[src/verilog/erc_pkg.sv]
// Constants for the embedded RAM control and status register bank.
// Assumes a 32-bit Avalon-MM slave port decoding full byte addresses.
package erc_pkg;

    // ------------------------------------------------------------
    // Register byte addresses
    // ------------------------------------------------------------
    localparam logic [31:0] ADDR_MAX_LATENCY = 32'h4003_8004;
    localparam logic [31:0] ADDR_ECC_CONTROL = 32'h4003_8038;
    localparam logic [31:0] ADDR_UPDATE_EN = 32'h4003_8078;
    localparam logic [31:0] ADDR_PIPELINE = 32'h4003_8080;
    localparam logic [31:0] ADDR_RAM0_COUNTS = 32'h4003_80f0;
    localparam logic [31:0] ADDR_RAM1_COUNTS = 32'h4003_80f4;
    localparam logic [31:0] ADDR_RAM0_ERR_ADDR = 32'h4003_810c;
    localparam logic [31:0] ADDR_RAM1_ERR_ADDR = 32'h4003_8110;
    localparam logic [31:0] ADDR_PERM_FABRIC = 32'h4003_8128;
    localparam logic [31:0] ADDR_PERM_DMA = 32'h4003_812c;
    localparam logic [31:0] ADDR_PERM_NINTH = 32'h4003_8130;
    localparam logic [31:0] ADDR_ERR_STATUS = 32'h4003_8190;
    localparam logic [31:0] ADDR_COUNTER_CLEAR = 32'h4003_81a4;
    localparam logic [31:0] ADDR_IRQ_MASK = 32'h4003_81c0;

    // ------------------------------------------------------------
    // Field layouts
    // ------------------------------------------------------------
    localparam int NUM_BANKS = 2;
    localparam int LAT_W = 3;
    localparam int WAIT_W = 4;
    localparam int CNT_W = 16;
    localparam int ERR_ADDR_W = 13;
    localparam int PERM_W = 10;
    localparam int FLAG_W = 4;
    // Flag order per bank: single-bit at 2*b, double-bit at 2*b+1
    localparam int FLAG_1E = 0;
    localparam int FLAG_2E = 1;
    // Control: enables in [1:0], soft resets in [3:2]
    localparam int CTRL_W = 4;
    localparam int CTRL_SRST_LSB = 2;

    // ------------------------------------------------------------
    // Reset values
    // ------------------------------------------------------------
    localparam logic [5:0] RST_MAX_LATENCY = 6'h09;
    localparam logic RST_PIPELINE = 1'b1;
    localparam logic [CTRL_W-1:0] RST_ECC_CONTROL = 4'h0;
    localparam logic [FLAG_W-1:0] RST_UPDATE_EN = 4'h0;
    localparam logic [WAIT_W-1:0] LAT_ZERO_MEANS = 4'h8;

endpackage : erc_pkg

[src/verilog/erc_bank_err.sv]
// Per-bank error tracker: saturating error counts and failing addresses.
// Assumes error strobes and address are synchronous to i_sys_clk.
`timescale 1ns/100ps
module erc_bank_err
(
    input wire logic i_sys_clk,
    input wire logic i_sys_rst,
    input wire logic i_clear,
    input wire logic i_count_en,
    input wire logic i_err_1bit,
    input wire logic i_err_2bit,
    input wire logic [erc_pkg::ERR_ADDR_W-1:0] i_err_addr,
    output logic [erc_pkg::CNT_W-1:0] o_cnt_1e,
    output logic [erc_pkg::CNT_W-1:0] o_cnt_2e,
    output logic [erc_pkg::ERR_ADDR_W-1:0] o_addr_1e,
    output logic [erc_pkg::ERR_ADDR_W-1:0] o_addr_2e
);
    import erc_pkg::*;

    localparam logic [CNT_W-1:0] CNT_MAX = {CNT_W{1'b1}};
    localparam logic [CNT_W-1:0] CNT_ONE = {{(CNT_W-1){1'b0}}, 1'b1};

    // ------------------------------------------------------------
    // Saturating counters
    // ------------------------------------------------------------
    // RL15 saturate not wrap
    always_ff @(posedge i_sys_clk or posedge i_sys_rst)
    begin
        if (i_sys_rst)
            o_cnt_1e <= '0;
        // RL11 clear counts
        else if (i_clear)
            o_cnt_1e <= '0;
        else if (i_count_en && i_err_1bit && (o_cnt_1e != CNT_MAX))
            o_cnt_1e <= o_cnt_1e + CNT_ONE;
    end

    // RL15 saturate not wrap
    always_ff @(posedge i_sys_clk or posedge i_sys_rst)
    begin
        if (i_sys_rst)
            o_cnt_2e <= '0;
        else if (i_clear)
            o_cnt_2e <= '0;
        else if (i_count_en && i_err_2bit && (o_cnt_2e != CNT_MAX))
            o_cnt_2e <= o_cnt_2e + CNT_ONE;
    end

    // ------------------------------------------------------------
    // Failing address capture
    // ------------------------------------------------------------
    // RL5 capture error address
    always_ff @(posedge i_sys_clk or posedge i_sys_rst)
    begin
        if (i_sys_rst)
        begin
            o_addr_1e <= '0;
            o_addr_2e <= '0;
        end
        else
        begin
            if (i_count_en && i_err_1bit)
                o_addr_1e <= i_err_addr;
            if (i_count_en && i_err_2bit)
                o_addr_2e <= i_err_addr;
        end
    end

endmodule : erc_bank_err

[src/verilog/erc_regs.sv]
// Control and status register bank for two embedded RAM banks.
// Assumes an Avalon-MM master on i_sys_clk, static programmed bits,
// and error strobes from RAM logic on the same clock.
//
// Behaviour
// RL1 - Read-write register sets maximum wait cycles for each RAM bank.
// RL2 - Latency register loads the programmed configuration bits after reset.
// RL3 - Read-write register chooses whether a read pipeline stage is used.
// RL4 - Read-only register per bank reports its corrected error count.
// RL5 - Read-only register per bank captures the failing access address.
// RL6 - Three read-only registers give per-master-group read/write rights.
// RL7 - Permission registers come from programmed bits; writes never change them.
// RL8 - Status register holds single and double error flags per bank.
// RL9 - A flag sets on its error input and stays until cleared.
// RL10 - Writing one clears a status flag; writing zero leaves it.
// RL11 - Writing one to the clear register zeroes that bank's counters.
// RL12 - Enable register allows or suppresses status updates per bank.
// RL13 - Control register enables error logic and soft-resets it per bank.
// RL14 - Per-bank 3-bit latency field; zero means eight cycles.
// RL15 - Double count in upper half, single in lower; both saturate.
// RL16 - Pipeline bit one inserts the stage, zero bypasses it.
// RL17 - Error address register holds double and single addresses, 13 bits each.
// RL18 - Reset returns all registers to reset or programmed values.
// RL19 - Every register is one 32-bit word; unused bits read zero.
//
// Decided for this implementation: the Avalon-MM register port.
`timescale 1ns/100ps
module erc_regs
(
    input wire logic i_sys_clk,
    input wire logic i_sys_rst,
    // Avalon-MM slave
    input wire logic [31:0] i_avs_address,
    input wire logic i_avs_read,
    input wire logic i_avs_write,
    input wire logic [3:0] i_avs_byteenable,
    input wire logic [31:0] i_avs_writedata,
    output logic [31:0] o_avs_readdata,
    output logic o_avs_waitrequest,
    // Programmed configuration bits
    input wire logic [5:0] i_nv_latency_cfg,
    input wire logic i_nv_pipeline_on,
    input wire logic [erc_pkg::CTRL_W-1:0] i_nv_ecc_control,
    input wire logic [erc_pkg::FLAG_W-1:0] i_nv_update_enable,
    input wire logic [erc_pkg::PERM_W-1:0] i_nv_perm_fabric,
    input wire logic [erc_pkg::PERM_W-1:0] i_nv_perm_dma,
    input wire logic [erc_pkg::PERM_W-1:0] i_nv_perm_ninth,
    // Error reports from the RAM banks
    input wire logic [erc_pkg::NUM_BANKS-1:0] i_err_1bit,
    input wire logic [erc_pkg::NUM_BANKS-1:0] i_err_2bit,
    input wire logic [erc_pkg::ERR_ADDR_W-1:0] i_bank0_err_addr,
    input wire logic [erc_pkg::ERR_ADDR_W-1:0] i_bank1_err_addr,
    // Controls to the RAM banks
    output logic [erc_pkg::WAIT_W-1:0] o_bank0_max_wait,
    output logic [erc_pkg::WAIT_W-1:0] o_bank1_max_wait,
    output logic o_read_pipeline_on,
    output logic [erc_pkg::NUM_BANKS-1:0] o_ecc_enable,
    output logic [erc_pkg::NUM_BANKS-1:0] o_ecc_soft_reset,
    output logic o_irq
);
    import erc_pkg::*;

    // ------------------------------------------------------------
    // Declarations
    // ------------------------------------------------------------
    logic ack_ff;
    logic load_pending_ff;
    logic [5:0] latency_ff;
    logic pipeline_ff;
    logic [CTRL_W-1:0] ecc_control_ff;
    logic [FLAG_W-1:0] update_en_ff;
    logic [FLAG_W-1:0] status_ff;
    logic [FLAG_W-1:0] mask_ff;
    logic [PERM_W-1:0] perm_fabric_ff;
    logic [PERM_W-1:0] perm_dma_ff;
    logic [PERM_W-1:0] perm_ninth_ff;
    logic [31:0] rdata_ff;
    logic [31:0] nxt_rdata;
    logic [31:0] wmask;
    logic wr_fire;
    logic [FLAG_W-1:0] err_events;
    logic [NUM_BANKS-1:0] clr_pulse;
    logic [CNT_W-1:0] cnt_1e [NUM_BANKS];
    logic [CNT_W-1:0] cnt_2e [NUM_BANKS];
    logic [ERR_ADDR_W-1:0] adr_1e [NUM_BANKS];
    logic [ERR_ADDR_W-1:0] adr_2e [NUM_BANKS];
    logic [ERR_ADDR_W-1:0] bank_addr [NUM_BANKS];

    // ------------------------------------------------------------
    // Helpers
    // ------------------------------------------------------------
    // RL14 zero means eight
    function automatic logic [WAIT_W-1:0] lat_decode(input logic [LAT_W-1:0] fld);
        logic [WAIT_W-1:0] res;
        res = {1'b0, fld};
        if (fld == '0)
            res = LAT_ZERO_MEANS;
        return res;
    endfunction : lat_decode

    function automatic logic wr_hit(input logic [31:0] adr);
        return wr_fire && (i_avs_address == adr);
    endfunction : wr_hit

    // ------------------------------------------------------------
    // Bus handshake
    // ------------------------------------------------------------
    // One wait state: request seen on first edge, completed on second
    assign o_avs_waitrequest = (i_avs_read || i_avs_write) && !ack_ff;
    assign wr_fire = i_avs_write && ack_ff;
    assign o_avs_readdata = rdata_ff;

    always_ff @(posedge i_sys_clk or posedge i_sys_rst)
    begin
        if (i_sys_rst)
            ack_ff <= 1'b0;
        else
            ack_ff <= (i_avs_read || i_avs_write) && !ack_ff;
    end

    always_comb
    begin
        wmask = {{8{i_avs_byteenable[3]}}, {8{i_avs_byteenable[2]}},
                 {8{i_avs_byteenable[1]}}, {8{i_avs_byteenable[0]}}};
    end

    // ------------------------------------------------------------
    // Programmed load after reset
    // ------------------------------------------------------------
    // Constants under reset; programmed bits are taken on the first edge after release
    always_ff @(posedge i_sys_clk or posedge i_sys_rst)
    begin
        if (i_sys_rst)
            load_pending_ff <= 1'b1;
        else
            load_pending_ff <= 1'b0;
    end

    // ------------------------------------------------------------
    // Latency configuration
    // ------------------------------------------------------------
    // RL1 latency register
    always_ff @(posedge i_sys_clk or posedge i_sys_rst)
    begin
        if (i_sys_rst)
            latency_ff <= RST_MAX_LATENCY;
        // RL2 programmed load
        else if (load_pending_ff)
            latency_ff <= i_nv_latency_cfg;
        else if (wr_hit(ADDR_MAX_LATENCY))
            latency_ff <= (latency_ff & ~wmask[5:0]) | (i_avs_writedata[5:0] & wmask[5:0]);
    end

    // RL14 per-bank wait decode
    assign o_bank0_max_wait = lat_decode(latency_ff[LAT_W-1:0]);
    assign o_bank1_max_wait = lat_decode(latency_ff[2*LAT_W-1:LAT_W]);

    // ------------------------------------------------------------
    // Read pipeline control
    // ------------------------------------------------------------
    // RL3 pipeline register
    always_ff @(posedge i_sys_clk or posedge i_sys_rst)
    begin
        if (i_sys_rst)
            pipeline_ff <= RST_PIPELINE;
        else if (load_pending_ff)
            pipeline_ff <= i_nv_pipeline_on;
        else if (wr_hit(ADDR_PIPELINE) && i_avs_byteenable[0])
            pipeline_ff <= i_avs_writedata[0];
    end

    // RL16 one inserts stage
    assign o_read_pipeline_on = pipeline_ff;

    // ------------------------------------------------------------
    // Error logic control and update enables
    // ------------------------------------------------------------
    // RL13 enable and soft reset
    always_ff @(posedge i_sys_clk or posedge i_sys_rst)
    begin
        if (i_sys_rst)
            ecc_control_ff <= RST_ECC_CONTROL;
        else if (load_pending_ff)
            ecc_control_ff <= i_nv_ecc_control;
        else if (wr_hit(ADDR_ECC_CONTROL) && i_avs_byteenable[0])
            ecc_control_ff <= i_avs_writedata[CTRL_W-1:0];
    end

    assign o_ecc_enable = ecc_control_ff[NUM_BANKS-1:0];
    assign o_ecc_soft_reset = ecc_control_ff[CTRL_SRST_LSB+NUM_BANKS-1:CTRL_SRST_LSB];

    // RL12 status update enable
    always_ff @(posedge i_sys_clk or posedge i_sys_rst)
    begin
        if (i_sys_rst)
            update_en_ff <= RST_UPDATE_EN;
        else if (load_pending_ff)
            update_en_ff <= i_nv_update_enable;
        else if (wr_hit(ADDR_UPDATE_EN) && i_avs_byteenable[0])
            update_en_ff <= i_avs_writedata[FLAG_W-1:0];
    end

    // ------------------------------------------------------------
    // Permissions
    // ------------------------------------------------------------
    // RL7 programmed, never written
    always_ff @(posedge i_sys_clk or posedge i_sys_rst)
    begin
        if (i_sys_rst)
        begin
            perm_fabric_ff <= '0;
            perm_dma_ff <= '0;
            perm_ninth_ff <= '0;
        end
        else if (load_pending_ff)
        begin
            perm_fabric_ff <= i_nv_perm_fabric;
            perm_dma_ff <= i_nv_perm_dma;
            perm_ninth_ff <= i_nv_perm_ninth;
        end
    end

    // ------------------------------------------------------------
    // Per-bank error tracking
    // ------------------------------------------------------------
    assign bank_addr[0] = i_bank0_err_addr;
    assign bank_addr[1] = i_bank1_err_addr;

    generate
        for (genvar b = 0; b < NUM_BANKS; b++)
        begin : g_bank
            // RL11 write-one clear pulse
            assign clr_pulse[b] = wr_fire && (i_avs_address == ADDR_COUNTER_CLEAR)
                && i_avs_byteenable[0] && i_avs_writedata[b];

            // RL9 event gated by update enable
            assign err_events[2*b+FLAG_1E] = i_err_1bit[b] && update_en_ff[2*b+FLAG_1E];
            assign err_events[2*b+FLAG_2E] = i_err_2bit[b] && update_en_ff[2*b+FLAG_2E];

            // RL4 counts per bank
            erc_bank_err u_bank_err
            (
                .i_sys_clk(i_sys_clk),
                .i_sys_rst(i_sys_rst),
                .i_clear(clr_pulse[b] || o_ecc_soft_reset[b]),
                .i_count_en(o_ecc_enable[b]),
                .i_err_1bit(i_err_1bit[b]),
                .i_err_2bit(i_err_2bit[b]),
                .i_err_addr(bank_addr[b]),
                .o_cnt_1e(cnt_1e[b]),
                .o_cnt_2e(cnt_2e[b]),
                .o_addr_1e(adr_1e[b]),
                .o_addr_2e(adr_2e[b])
            );
        end
    endgenerate

    // ------------------------------------------------------------
    // Sticky status and interrupt
    // ------------------------------------------------------------
    // RL8 status flags
    always_ff @(posedge i_sys_clk or posedge i_sys_rst)
    begin
        if (i_sys_rst)
            status_ff <= '0;
        // RL10 write one clears, new event wins
        else if (wr_hit(ADDR_ERR_STATUS) && i_avs_byteenable[0])
            status_ff <= (status_ff & ~i_avs_writedata[FLAG_W-1:0]) | err_events;
        // RL9 sticky set
        else
            status_ff <= status_ff | err_events;
    end

    always_ff @(posedge i_sys_clk or posedge i_sys_rst)
    begin
        if (i_sys_rst)
            mask_ff <= '0;
        else if (wr_hit(ADDR_IRQ_MASK) && i_avs_byteenable[0])
            mask_ff <= i_avs_writedata[FLAG_W-1:0];
    end

    // Mask bit one lets the flag through
    always_ff @(posedge i_sys_clk or posedge i_sys_rst)
    begin
        if (i_sys_rst)
            o_irq <= 1'b0;
        else
            o_irq <= |(status_ff & mask_ff);
    end

    // ------------------------------------------------------------
    // Read mux
    // ------------------------------------------------------------
    // RL19 word registers, zero fill
    always_comb
    begin
        nxt_rdata = '0;
        case (i_avs_address)
            ADDR_MAX_LATENCY:
                nxt_rdata[5:0] = latency_ff;
            ADDR_ECC_CONTROL:
                nxt_rdata[CTRL_W-1:0] = ecc_control_ff;
            ADDR_UPDATE_EN:
                nxt_rdata[FLAG_W-1:0] = update_en_ff;
            ADDR_PIPELINE:
                nxt_rdata[0] = pipeline_ff;
            // RL15 double high, single low
            ADDR_RAM0_COUNTS:
                nxt_rdata = {cnt_2e[0], cnt_1e[0]};
            ADDR_RAM1_COUNTS:
                nxt_rdata = {cnt_2e[1], cnt_1e[1]};
            // RL17 two 13-bit addresses
            ADDR_RAM0_ERR_ADDR:
                nxt_rdata[2*ERR_ADDR_W-1:0] = {adr_2e[0], adr_1e[0]};
            ADDR_RAM1_ERR_ADDR:
                nxt_rdata[2*ERR_ADDR_W-1:0] = {adr_2e[1], adr_1e[1]};
            // RL6 permission readback
            ADDR_PERM_FABRIC:
                nxt_rdata[PERM_W-1:0] = perm_fabric_ff;
            ADDR_PERM_DMA:
                nxt_rdata[PERM_W-1:0] = perm_dma_ff;
            ADDR_PERM_NINTH:
                nxt_rdata[PERM_W-1:0] = perm_ninth_ff;
            ADDR_ERR_STATUS:
                nxt_rdata[FLAG_W-1:0] = status_ff;
            ADDR_IRQ_MASK:
                nxt_rdata[FLAG_W-1:0] = mask_ff;
            // Clear register is write-only, unmapped reads give zero
            default:
                nxt_rdata = '0;
        endcase
    end

    // Read data captured on the first edge, stands while waitrequest is low
    // RL18 all state reset
    always_ff @(posedge i_sys_clk or posedge i_sys_rst)
    begin
        if (i_sys_rst)
            rdata_ff <= '0;
        else if (i_avs_read && !ack_ff)
            rdata_ff <= nxt_rdata;
    end

endmodule : erc_regs
[config.mk]
export PLATFORM = sky130hd
export DESIGN_NAME = erc_regs
export DESIGN_NICKNAME = d
export VERILOG_FILES = /design/src/verilog/erc_pkg.sv /design/src/verilog/erc_bank_err.sv /design/src/verilog/erc_regs.sv
export SDC_FILE = /design/constraint.sdc
export NUM_CORES = 1
export LEC_CHECK = 0
export ABC_AREA = 1
export BUFFER_PORTS_ARGS = -buffer_cell sky130_fd_sc_hd__buf_2
export CAP_MARGIN = 20
export CORE_ASPECT_RATIO = 0.6
export CORE_UTILIZATION = 50
export CTS_CLUSTER_SIZE = 20
export DETAILED_ROUTE_END_ITERATION = 10
export GPL_ROUTABILITY_DRIVEN = 0
export HOLD_SLACK_MARGIN = 0.12
export PLACE_DENSITY = 0.82
export SLEW_MARGIN = 25
export SYNTH_ARGS = -nofsm -noshare
export SYNTH_HDL_FRONTEND = slang
export SYNTH_SLANG_ARGS = --single-unit
[constraint.sdc]
create_clock -name i_sys_clk -period 7.6 [get_ports i_sys_clk]
set_input_delay 0.38 -clock i_sys_clk [delete_from_list [all_inputs] [get_ports i_sys_clk]]
set_output_delay 0.38 -clock i_sys_clk [all_outputs]
set_load 0.02 [all_outputs]
### After elaboration in Yosys (flattened, before gate mapping)

Index checks and enable logic that the tools add are counted.

* register bits: 204
* bits of input ports: 147
* logic and storage cells: 122

* $add $sub $neg: 4
* equality and inequality tests: 18
* mux-type cells: 25
* bitwise logic cells: 9
* reduce and logical (&&, ||, !) cells: 45

Operator list (count)
* equality test 32 x 31 -> 1 bit (second input constant): 14
* two-way mux 16 bit: 8
* adder 16 x 1 -> 16 bit (second input constant): 4
* inequality test 16 bit (second input constant): 4
* case mux 16 bit (4 select lines): 1
* case mux 3 bit (12 select lines): 1
* logical AND 1 bit: 30
* two-way mux 4 bit: 7
* case mux 4 bit (7 select lines): 1
* case mux 2 bit (8 select lines): 1
* nonzero test 2 bit: 8
* case mux 1 bit (13 select lines): 1
* AND 6 bit: 2
* two-way mux 6 bit: 2
* case mux 6 bit (2 select lines): 1
* AND 4 bit: 2
* bitwise OR 4 bit: 2
* logical NOT 3 bit: 2
* inverter 6 bit: 1
* bitwise OR 6 bit: 1
* inverter 4 bit: 1
* OR reduction 4 bit: 1
* logical OR 1 bit: 3
* two-way mux 1 bit: 2
* logical NOT 1 bit: 1

### Depth between registers and ports, before layout

Gate-level depths: netlist of run 1.

* depth in word-level cells: 6
* gate-level depth with buffers: 14
* mapped depth without buffers: 13

### Cells and area by module

From an unflattened synthesis of run 1, not the netlist that was laid out.

* cell total of the unflattened synthesis: 1586
* area total of the unflattened synthesis: 11429.7 um^2

Modules (own cells, without submodules)
* erc_bank_err: times used 2, cells an instance 403, area an instance 3011.6 um^2, seq. area each 1451.4 um^2
* erc_regs: times used 1, cells an instance 780, area an instance 5406.4 um^2, seq. area each 2207.1 um^2

### Least setup slack after synthesis of run 1

OpenSTA, ideal clock, no wires.

* kind: reg2reg
* start: register g_bank[1].u_bank_err.o_cnt_1e[0] (netlist name)
* end: register g_bank[1].u_bank_err.o_cnt_1e[6] (netlist name)
* library setup time: 0.121 ns
* data arrival time: 1.526 ns
* path slack: 5.952 ns
* cell stages (with the launch flop): 11
* clock period less this slack: 1.648 ns
* path through: dfrtp_1 -> ha_1 -> nand2_2 -> nor3_4 -> nand3_1 -> nor2_1 -> nor2_2 -> buf_6 -> nand2_1 -> xor2_1 -> nor2_1

* cells in the longest elaborated chain, start to end: 3
* elaborated cells on any way between the ends: 6
* those cells by class: 1 x add/sub; 1 x eq/ne; 2 x mux; 2 x reduce/logical

Ends and longest elaborated chain
* from (decl): RTL line erc_bank_err.sv:13 `output logic [erc_pkg::CNT_W-1:0] o_cnt_1e,`
* from (signal assigned): RTL line erc_bank_err.sv:35 `o_cnt_1e <= o_cnt_1e + CNT_ONE;`
* adder 16 x 1 -> 16 bit or inequality test 16 bit (tied branches): RTL line erc_bank_err.sv:35, erc_bank_err.sv:34
* two-way mux 16 bit or logical AND 1 bit (tied branches): RTL line erc_bank_err.sv:34 `else if (i_count_en && i_err_1bit && (o_cnt_1e != CNT_MAX))`
* two-way mux 16 bit or nonzero test 2 bit (tied branches)

Several ways; a longest one is shown, not always the timed one. The select of a mux whose other input is x is not followed.
A chain may end at the register's enable or synchronous reset.

### Worst setup path after layout of run 1

* start: input port i_avs_address[23]
* end: register g_bank[1].u_bank_err.o_cnt_1e[3] (netlist name)

* cells in the longest elaborated chain, start to end: 6
* elaborated cells on any way between the ends: 7
* those cells by class: 1 x eq/ne; 1 x mux; 5 x reduce/logical

Ends and longest elaborated chain
* from (decl): RTL line erc_regs.sv:33 `input wire logic [31:0] i_avs_address,`
* equality test 32 x 31 -> 1 bit (*): RTL line erc_regs.sv:233 `assign clr_pulse[b] = wr_fire && (i_avs_address == ADDR_COUNTER_CLEAR)`
* logical AND 1 bit (*): RTL line erc_regs.sv:233
* logical AND 1 bit (*) (2 in series): RTL line erc_regs.sv:234 `&& i_avs_byteenable[0] && i_avs_writedata[b];`
* logical OR 1 bit (*): RTL line erc_regs.sv:245 `.i_clear(clr_pulse[b] || o_ecc_soft_reset[b]),`
* two-way mux 16 bit or nonzero test 2 bit (tied branches)

Mark *: on every way between the ends. The rest lies on a longest branch, timed or not.

==> results.cfg, run 1 <==
[pwr]
p_sw_share_pct = 26.44
seqPwrFrac_pct = 49.2
total_power_uw = 2496
power_leakage_uw = 0.006359
power.share.clock_pct = 39.9
p_comb_share_pct = 10.9
ir_drop_v = 0.0001400
p_int_uw = 1836
power.density_nw_per_um2 = 198.6
p_switching_uw = 659.9

[floorplan]
die-area_um2 = 21970
die_height_um = 115.2
start_util_pct = 52.17
ios = 194
core-area_um2 = 20470
chipWidth_um = 190.7
row_count = 40

[timing]
worst_pin_slew_ns = 1.019
hold_viol = 0
skew_ns = 0.02340
slew_viol_final = 0
min_period_over_period_pct = 36.24
setup_viol = 0
fin_ws_ns = 4.845
fin_crit_ns = 2.755
slew-limit-headroom_pct = 31.89
rsz0062_at_grt = false
finalSetupTns_ns = 0
fmax_ghz = 0.3630

[yosys]
synth_area_um2 = 10680
ys_warn_count = 0
synthMuxAreaShare_pct = 0
synth-simple-area-share_pct = 33.57
synth-seq-area-share_pct = 47.85
synth_top_area_share_pct = 46.87
synth_compound_area_share_pct = 7.088
synthXorXnorAreaFrac_pct = 3.281
synth_top_area_cell = dfrtp_1
syn-num-nets = 1583
synth.ff_latch_count = 204
synth_fa_ha_area_share_pct = 0.4687
syn_avg_cell_area_um2 = 7.457
synth_top_family_by_area = simple AND/OR/NAND/NOR gates
ys_types = 42
yosys-top-cells-area = dfrtp_1 47%, nand2_1 18%, nor2_1 5.4%
synthCells = 1432

[cts]
numCtsBuffers = 20
htreeDepth = 1
cts_resized = 0
root_buffer = clkbuf_16
cts.sinks = 204
max-clock-path-buffers = 3
clk_pin_slew_ns = 0.07
clk_latency_ns = 0.51
cts_tree = yes

[worst_setup_path]
r2r_cells = 8
cp-start-kind = input pin
path_max_fanout = 53
critical_path_arrival_ns = 3.14
end_kind = flop
path_class = in2reg
worstPathRequired_ns = 7.98

[global_routing]
overflow = 0
grt_pass1_vias = 9772
grt_usage_pct = 29.06
grt_max_degree = 120
grt_pass1_wl_mm = 50.20
antenna_found_initial = 0

[drt]
wl_per_cell_um = 16.66
drtPass1Iterations = 6
antenna_left = 0
routed_wl_mm = 31.40
drt_iter0_drc = 1176
drc = 0
vias = 10390
drt-vias-per-instance = 5.512

[layout]
final_common_cell = nand2_1
mostFrequentLayoutCells = 501 x nand2_1, 200 x dfrtp_1, 164 x buf_2
fin_util_pct = 61.41
area_growth_pct = 17.70
design_area_um2 = 12570
final_net_count = 1753
drive_above_1_share_pct = 15.45
antenna_cells = 0

[placed_design]
port_buffers = 164
pre_cts_slack_ns = 4.466
dp_hpwl_mm = 22.07
placed_cell_area_um2 = 11610

[status]
status = completed

[min_path]
whs_path_depth = 3
min_path_type = in2reg

[run]
maxCapViolCount = 0
==> worst max-delay path, cell delays in order <==
cell and delay [ns]:
buf_2 0.11, nor2_1 0.10, nand4_1 0.17, nor2_4 0.13, buf_4 0.47, nand4_1 0.20, nand2_1 0.79, inv_1 0.47
o21ai_0 0.21, a21oi_1 0.08
==> metal layers <==
layer | GRT usage, % | vias to the layer above | part of all wire (%)
met1 | 43.45 | 4858 | 44
met2 | 42.38 | 604 | 41
li1 | - | 4859 | -
met3 | 6.105 | 70 | 11
met4 | 8.533 | 0 | 2.7
met5 | 0 | - | 0
==> cell usage after synthesis (all sizes together) <==
library cell  number
o31ai              2
inv              134
dfrtp            200
nand4             30
and2               3
nand2            509
clkbuf            25
nor4               3
a31oi              3
nor2             174
buf               30
xnor2              3
a21oi             36
o21bai             1
ha                 4
nand3             97
o21ai             98
dfstp              4
o211ai             1
o22ai              3
nor3              28
o21a               1
or2                1
a211oi             1
nor3b              2
conb               1
xor2              37
and3               1
==> state kept, by name, summed over array words and instances, names as in the netlist, 4 cells and up, named ones only <==
signal,cells
g_bank.u_bank_err.o_cnt_1e,32
g_bank.u_bank_err.o_addr_2e,26
update_en_ff,4
mask_ff,4
perm_dma_ff,10
ecc_control_ff,4
perm_ninth_ff,10
perm_fabric_ff,10
g_bank.u_bank_err.o_cnt_2e,32
o_avs_readdata,32
status_ff,4
g_bank.u_bank_err.o_addr_1e,26
==> path summary, 6_finish.rpt <==
kind	endpoint	slack, ns	start
worst max register to register	g_bank[1].u_bank_err.o_cnt_1e[3]	4.90	ack_ff
worst max-delay path	g_bank[1].u_bank_err.o_cnt_1e[3]	4.85	i_avs_address[23]
worst min-delay path	flop	0.12	i_nv_latency_cfg[5]
max in group asynchronous	g_bank[1].u_bank_err.o_cnt_2e[10]	5.65	i_sys_rst
min in group asynchronous	mask_ff[2]	0.59	i_sys_rst
worst min register to register	perm_fabric_ff[2]	0.47	perm_fabric_ff[2]
==> area by class of cell <==
| cell class | count | area, µm² |
|---|---|---|
| fill | 1773 | 7900 |
| sequential | 204 | 5110 |
| multi-input combinational | 1039 | 4748 |
| timing repair buffer | 203 | 1211 |
| clock buffer | 29 | 594.3 |
| inverter | 134 | 510.5 |
| tap | 273 | 341.6 |
| clock inverter | 3 | 53.80 |
==> per-stage QoR <==
stage          hold WS [ns]  cells
3_5_place_dp         0.4602   1822
3_3_place_gp         0.4555   1821
2_1_floorplan        0.4422   1432
4_1_cts              0.1211   1885
5_1_grt              0.1326   1885
6_report             0.1189   1885
==> timing repair <==
action                                 in CTS  in global routing
buffers inserted                            0                  0
hold buffers                               31                  0
setup endpoints to repair                   0                  0
endpoints found under the hold margin     135                  0
==> cell families (layout without fill, tap and decap cells) <==
| group | count (synthesis) | in the layout |
|---|---|---|
| other | 1 | 1 |
| adder cells (fa/ha/maj) | 4 | 4 |
| XOR/XNOR | 40 | 40 |
| AO/OA/AOI/OAI | 146 | 146 |
| flip-flops | 204 | 204 |
| buffers and inverters | 189 | 369 |
| AND/OR/NAND/NOR | 848 | 848 |
==> power groups by stage <==
| stage | Sequential [µW] | Combinational, µW | Clock (µW) |
|---|---|---|---|
| 2_1_floorplan | 1230 | 161 | 0 |
| 5_1_grt | 1240 | 304 | 1040 |
| 6_report | 1230 | 272 | 996 |
| 3_5_place_dp | 1240 | 256 | 0 |
| 3_3_place_gp | 1240 | 245 | 0 |
| 4_1_cts | 1230 | 270 | 996 |
(Power assumes the default switching activity.)
==> run 2, diff against run 1 <==
clock period = 2.6 ns   (was 7.6 ns; I/O delays follow)
==> run 2 against run 1 <==
Effect of this change:
- first-iteration DRC count up 5.2%
- total power increased to 3.0 times the previous value
- flip-flop and latch count unchanged
- critical path type is now reg2reg
- register-to-register slack worse by 4.8 ns
- sequential share of layout area fell by 2.4 points
- routed wire length increased by 2.3%
- largest power group unchanged
- non-clock buffer count grew 74
- highest routed layer unchanged
==> results.cfg, run 2 (synthesis results as in run 1) <==
[pwr]
total_power_uw = 7510
power.density_nw_per_um2 = 562.3
ir_drop_v = 0.0003847
power_leakage_uw = 0.006693

[timing]
slew_viol_final = 0
fin_ws_ns = 0.1252
fin_crit_ns = 2.475
fmax_ghz = 0.4041
skew_ns = 0.01056
setup_viol = 0
min_period_over_period_pct = 95.18
slew-limit-headroom_pct = 46.23
rsz0062_at_grt = false
hold_viol = 0
hold_ws_ns = 0.2064
worst_pin_slew_ns = 0.8049

[floorplan]
chipWidth_um = 190.7
die-area_um2 = 21970
die_height_um = 115.2
ios = 194
row_count = 40
start_util_pct = 52.17
core-area_um2 = 20470

[worst_setup_path]
cp-start-kind = flop
path_max_fanout = 15
end_kind = flop
r2r-start = load_pending_ff
crit_start = load_pending_ff
critical_path_arrival_ns = 2.86
r2r_slack_ns = 0.13
worstPathRequired_ns = 2.98
path_class = reg2reg

[global_routing]
grt_max_degree = 56
grt_usage_pct = 30.20
grt_pass1_wl_mm = 51.72
overflow = 0
antenna_found_initial = 0
grt_pass1_vias = 10140

[drt]
routed_wl_mm = 32.13
vias = 10510
drt-vias-per-instance = 5.349
drt_iter0_drc = 1237
antenna_left = 0
drc = 0
drtPass1Iterations = 7
wl_per_cell_um = 16.36

[layout]
drive_above_1_share_pct = 15.61
final_cell_count_no_fill = 1964
final_common_cell = nand2_1
multi_input_area_um2 = 4748
mostFrequentLayoutCells = 501 x nand2_1, 200 x dfrtp_1, 164 x buf_2
area_growth_pct = 25.06
fillers = 1673
antenna_cells = 0
seqCellArea_um2 = 5110
fin_util_pct = 65.24
final_net_count = 1828

[cts]
max-clock-path-buffers = 3
cts.sinks = 204
cts_tree = yes
numCtsBuffers = 20
clk_pin_slew_ns = 0.06
clk_latency_ns = 0.50
root_buffer = clkbuf_16
htreeDepth = 1

[placed_design]
port_buffers = 164
pre_cts_slack_ns = 0.4395
dpl.cell_count = 1832
dp_hpwl_mm = 22.63

[min_path]
min_path_type = in2reg
hp-start = i_avs_write

[status]
status = completed

[run]
maxCapViolCount = 0
[run 2: changes by cell type in the layout (fill, tap and decap cells not counted), moves of 2 or more]
cell,before,now
buf_12,0,3
clkinv_2,0,2
clkbuf_8,6,8
dlygate4sd3_1,31,95
buf_4,7,15
[run 2: worst max-delay path, cell delays in order, from the launching register on]
cell and delay [ns]:
dfstp_2 0.58, clkinvlp_4 0.35, nand4_1 0.22, dlygate4sd3_1 0.57, nand3_1 0.06, dlygate4sd3_1 0.56
[run 2: path summary, 6_finish.rpt]
kind / end / cells past startpoint
worst max-delay path: flop / 5
worst min-delay path: update_en_ff[2] / 4
worst max register to register: flop / 5
worst min register to register: perm_dma_ff[8] / 2
max in group asynchronous: load_pending_ff / 4
min in group asynchronous: mask_ff[0] / 3
[run 2: area by class of cell]
cell class	count	share of cell area [%]
Inverter	134	3.822
Sequential cell	204	38.26
Clock buffer	32	4.844
Timing Repair inverter	1	0.03747
Tap cell	273	2.558
Multi-Input combinational cell	1039	35.55
Clock inverter	4	0.3654
Timing Repair Buffer	277	14.56
[run 2: what timing repair did]
item / CTS / global route
endpoints found under the hold margin: 133 / 0
setup endpoints to repair: 0 / 5
buffers inserted: 0 / 0
hold buffers: 95 / 0
resized for setup: 0 / 1
[run 2: metal layers]
metal	global-route usage (%)	wire length, µm	up-vias
met3	6.410	3554	50
met2	45.24	13600	511
li1	-	-	5014
met5	0	0	-
met4	6.720	597	0
met1	44.92	14390	4931
[run 2: report_power, final]
part           leakage, µW  switching (µW)  internal, µW
clock             0.000346            1230          1810
sequential         0.00263             162          3410
combinational      0.00372             550           354
total              0.00669            1940          5570
[run 2: per-stage QoR]
step	area, µm²	TNS (ns)
2_1_floorplan	10680	-34.20
3_5_place_dp	11700	0
6_report	13360	0
3_3_place_gp	11700	0
5_1_grt	13360	0
4_1_cts	13350	0
==> run 3, diff against run 2 <==
CORE_ASPECT_RATIO = default   (was 0.6)
PLACE_DENSITY = 0.83   (was 0.82)
==> run 3 against run 2 <==
Effect of this change:
- via count increased by 2.2%
- hold slack improved by 0.020 ns
- clock skew about the same
- sequential share of layout area about the same
- register-to-register slack improved by 0.06 ns
- largest cell class unchanged
- highest routed layer unchanged
==> results.cfg, run 3 (synthesis results as in run 1) <==
[global_routing]
grt_max_degree = 149
antenna_found_initial = 0
grt_pass1_vias = 10700
grt_usage_pct = 30.35
grt_pass1_wl_mm = 52.82
overflow = 0

[cts]
clk_latency_ns = 0.51
root_buffer = clkbuf_16
numCtsBuffers = 23
cts_tree = yes
cts.sinks = 204
htreeDepth = 1
cts_resized = 0
max-clock-path-buffers = 3
clk_pin_slew_ns = 0.06

[pwr]
power.density_nw_per_um2 = 571.1
ir_drop_v = 0.0004773
power_leakage_uw = 0.006701

[drt]
wl_per_cell_um = 16.36
met2_wirelength_mm = 15.29
drt-vias-per-instance = 5.451
antenna_left = 0
met1Wirelength_mm = 12.68
dr.max_layer_used = met4
drc = 0
vias = 10740
drt_iter0_drc = 1168
met3_length_mm = 2.799
drtPass1Iterations = 5
routed_wl_mm = 32.23

[layout]
area_growth_pct = 25.11
mostFrequentLayoutCells = 501 x nand2_1, 200 x dfrtp_1, 164 x buf_2
fillers = 1750
final_net_count = 1829
multi_input_area_um2 = 4748
drive_above_1_share_pct = 15.46
antenna_cells = 0
final_common_cell = nand2_1
seqCellArea_um2 = 5110
fin_util_pct = 63.76

[timing]
fmax_ghz = 0.4138
fin_ws_ns = 0.1834
hold_viol = 0
min_period_over_period_pct = 92.95
setup_viol = 0
fin_crit_ns = 2.417
slew-limit-headroom_pct = 37.69
rsz0062_at_grt = false
slew_viol_final = 0
worst_pin_slew_ns = 0.9336
skew_ns = 0.01023

[worst_setup_path]
critical_path_arrival_ns = 2.81
r2r_cells = 5
path_max_fanout = 30
cpPeakStageDelay_ns = 0.67
path_cells = inv_1 -> nand2_1 -> nor2_1 -> a31oi_1 -> dlygate4sd3_1
path_buf_inv = 2
slowest_stage = inv_1
reg2reg_to = ecc_control_ff[0]
path_class = reg2reg
end_kind = flop
critPathTopFamily = buffers and inverters
cp-start-kind = flop
r2r-start = load_pending_ff
r2r_slack_ns = 0.18
worstPathRequired_ns = 3.00

[min_path]
hp-start = i_avs_write
whs_path_depth = 4
min_path_type = in2reg
hold_path_end = update_en_ff[1]

[floorplan]
chipWidth_um = 148.1
start_util_pct = 50.96
ios = 194
die_height_um = 148.1
row_count = 53
core-area_um2 = 20960
die-area_um2 = 21950

[placed_design]
pre_cts_slack_ns = 0.4594
port_buffers = 164
dp_hpwl_mm = 21.14

[run]
maxCapViolCount = 0

[status]
status = completed
-- run 3: cell count changes in the layout (fill, tap and decap cells not counted), sizes merged --
cell	delta
clkinv	+1
clkbuf	+3
inv	+2
clkinvlp	-1
buf	-1
-- run 3: layout make-up --
type                       count  share of cell area [%]
clock buffer                  35                   4.945
clock inverter                 7                  0.4963
tap                          275                   2.575
inverter                     134                   3.793
sequential                   204                   38.25
multi-input combinational   1039                   35.54
timing repair buffer         276                   14.40
-- run 3: repair_timing --
| action | 4_1_cts | 5_1_grt |
|---|---|---|
| hold endpoints to repair | 306 | 0 |
| buffers inserted | 0 | 0 |
| hold buffers | 95 | 0 |
-- run 3: worst max-delay path by stage --
stage                       from                                to  slack (ns)  depth (start not counted)
6_report         load_pending_ff                 ecc_control_ff[0]        0.18                          5
5_1_grt          load_pending_ff                 ecc_control_ff[0]        0.03                          5
4_1_cts          load_pending_ff                 ecc_control_ff[0]        0.30                          5
2_1_floorplan          i_sys_rst                         async pin       -0.17                          1
3_5_place_dp   i_avs_address[21]  g_bank[1].u_bank_err.o_cnt_1e[2]        0.46                          9
3_3_place_gp   i_avs_address[23]  g_bank[1].u_bank_err.o_cnt_1e[2]        0.53                          9
-- run 3: tightest hold or removal path, stage by stage --
cell and delay, ns:
buf_2 0.11, nand3_2 0.14, o21ai_2 0.16, a21oi_1 0.15
-- run 3: per-layer routing --
metal  global-route usage [%]  up-vias
met2                    50.28      602
met5                        0        -
li1                         -     5008
met4                    13.51        0
met1                    39.21     4990
met3                    5.000      139
-- run 3: stage by stage --
step / hold slack, ns / power, µW / area, µm² / std cells / setup TNS [ns]
floorplan: 0.2466 / 4073 / 10680 / 1432 / -34.20
global placement: 0.3317 / 4354 / 11680 / 1833 / 0
detailed placement: 0.3337 / 4391 / 11680 / 1833 / 0
CTS: 0.1774 / 7610 / 13360 / 1970 / 0
global route: 0.2234 / 7909 / 13360 / 1970 / 0
finish: 0.2261 / 7630 / 13360 / 1970 / 0
-- run 3: power by group --
| part | internal, µW | leakage [µW] | switching (µW) |
|---|---|---|---|
| Clock | 1850 | 0.000356 | 1290 |
| Sequential | 3410 | 0.00263 | 169 |
| Combinational | 353 | 0.00371 | 557 |
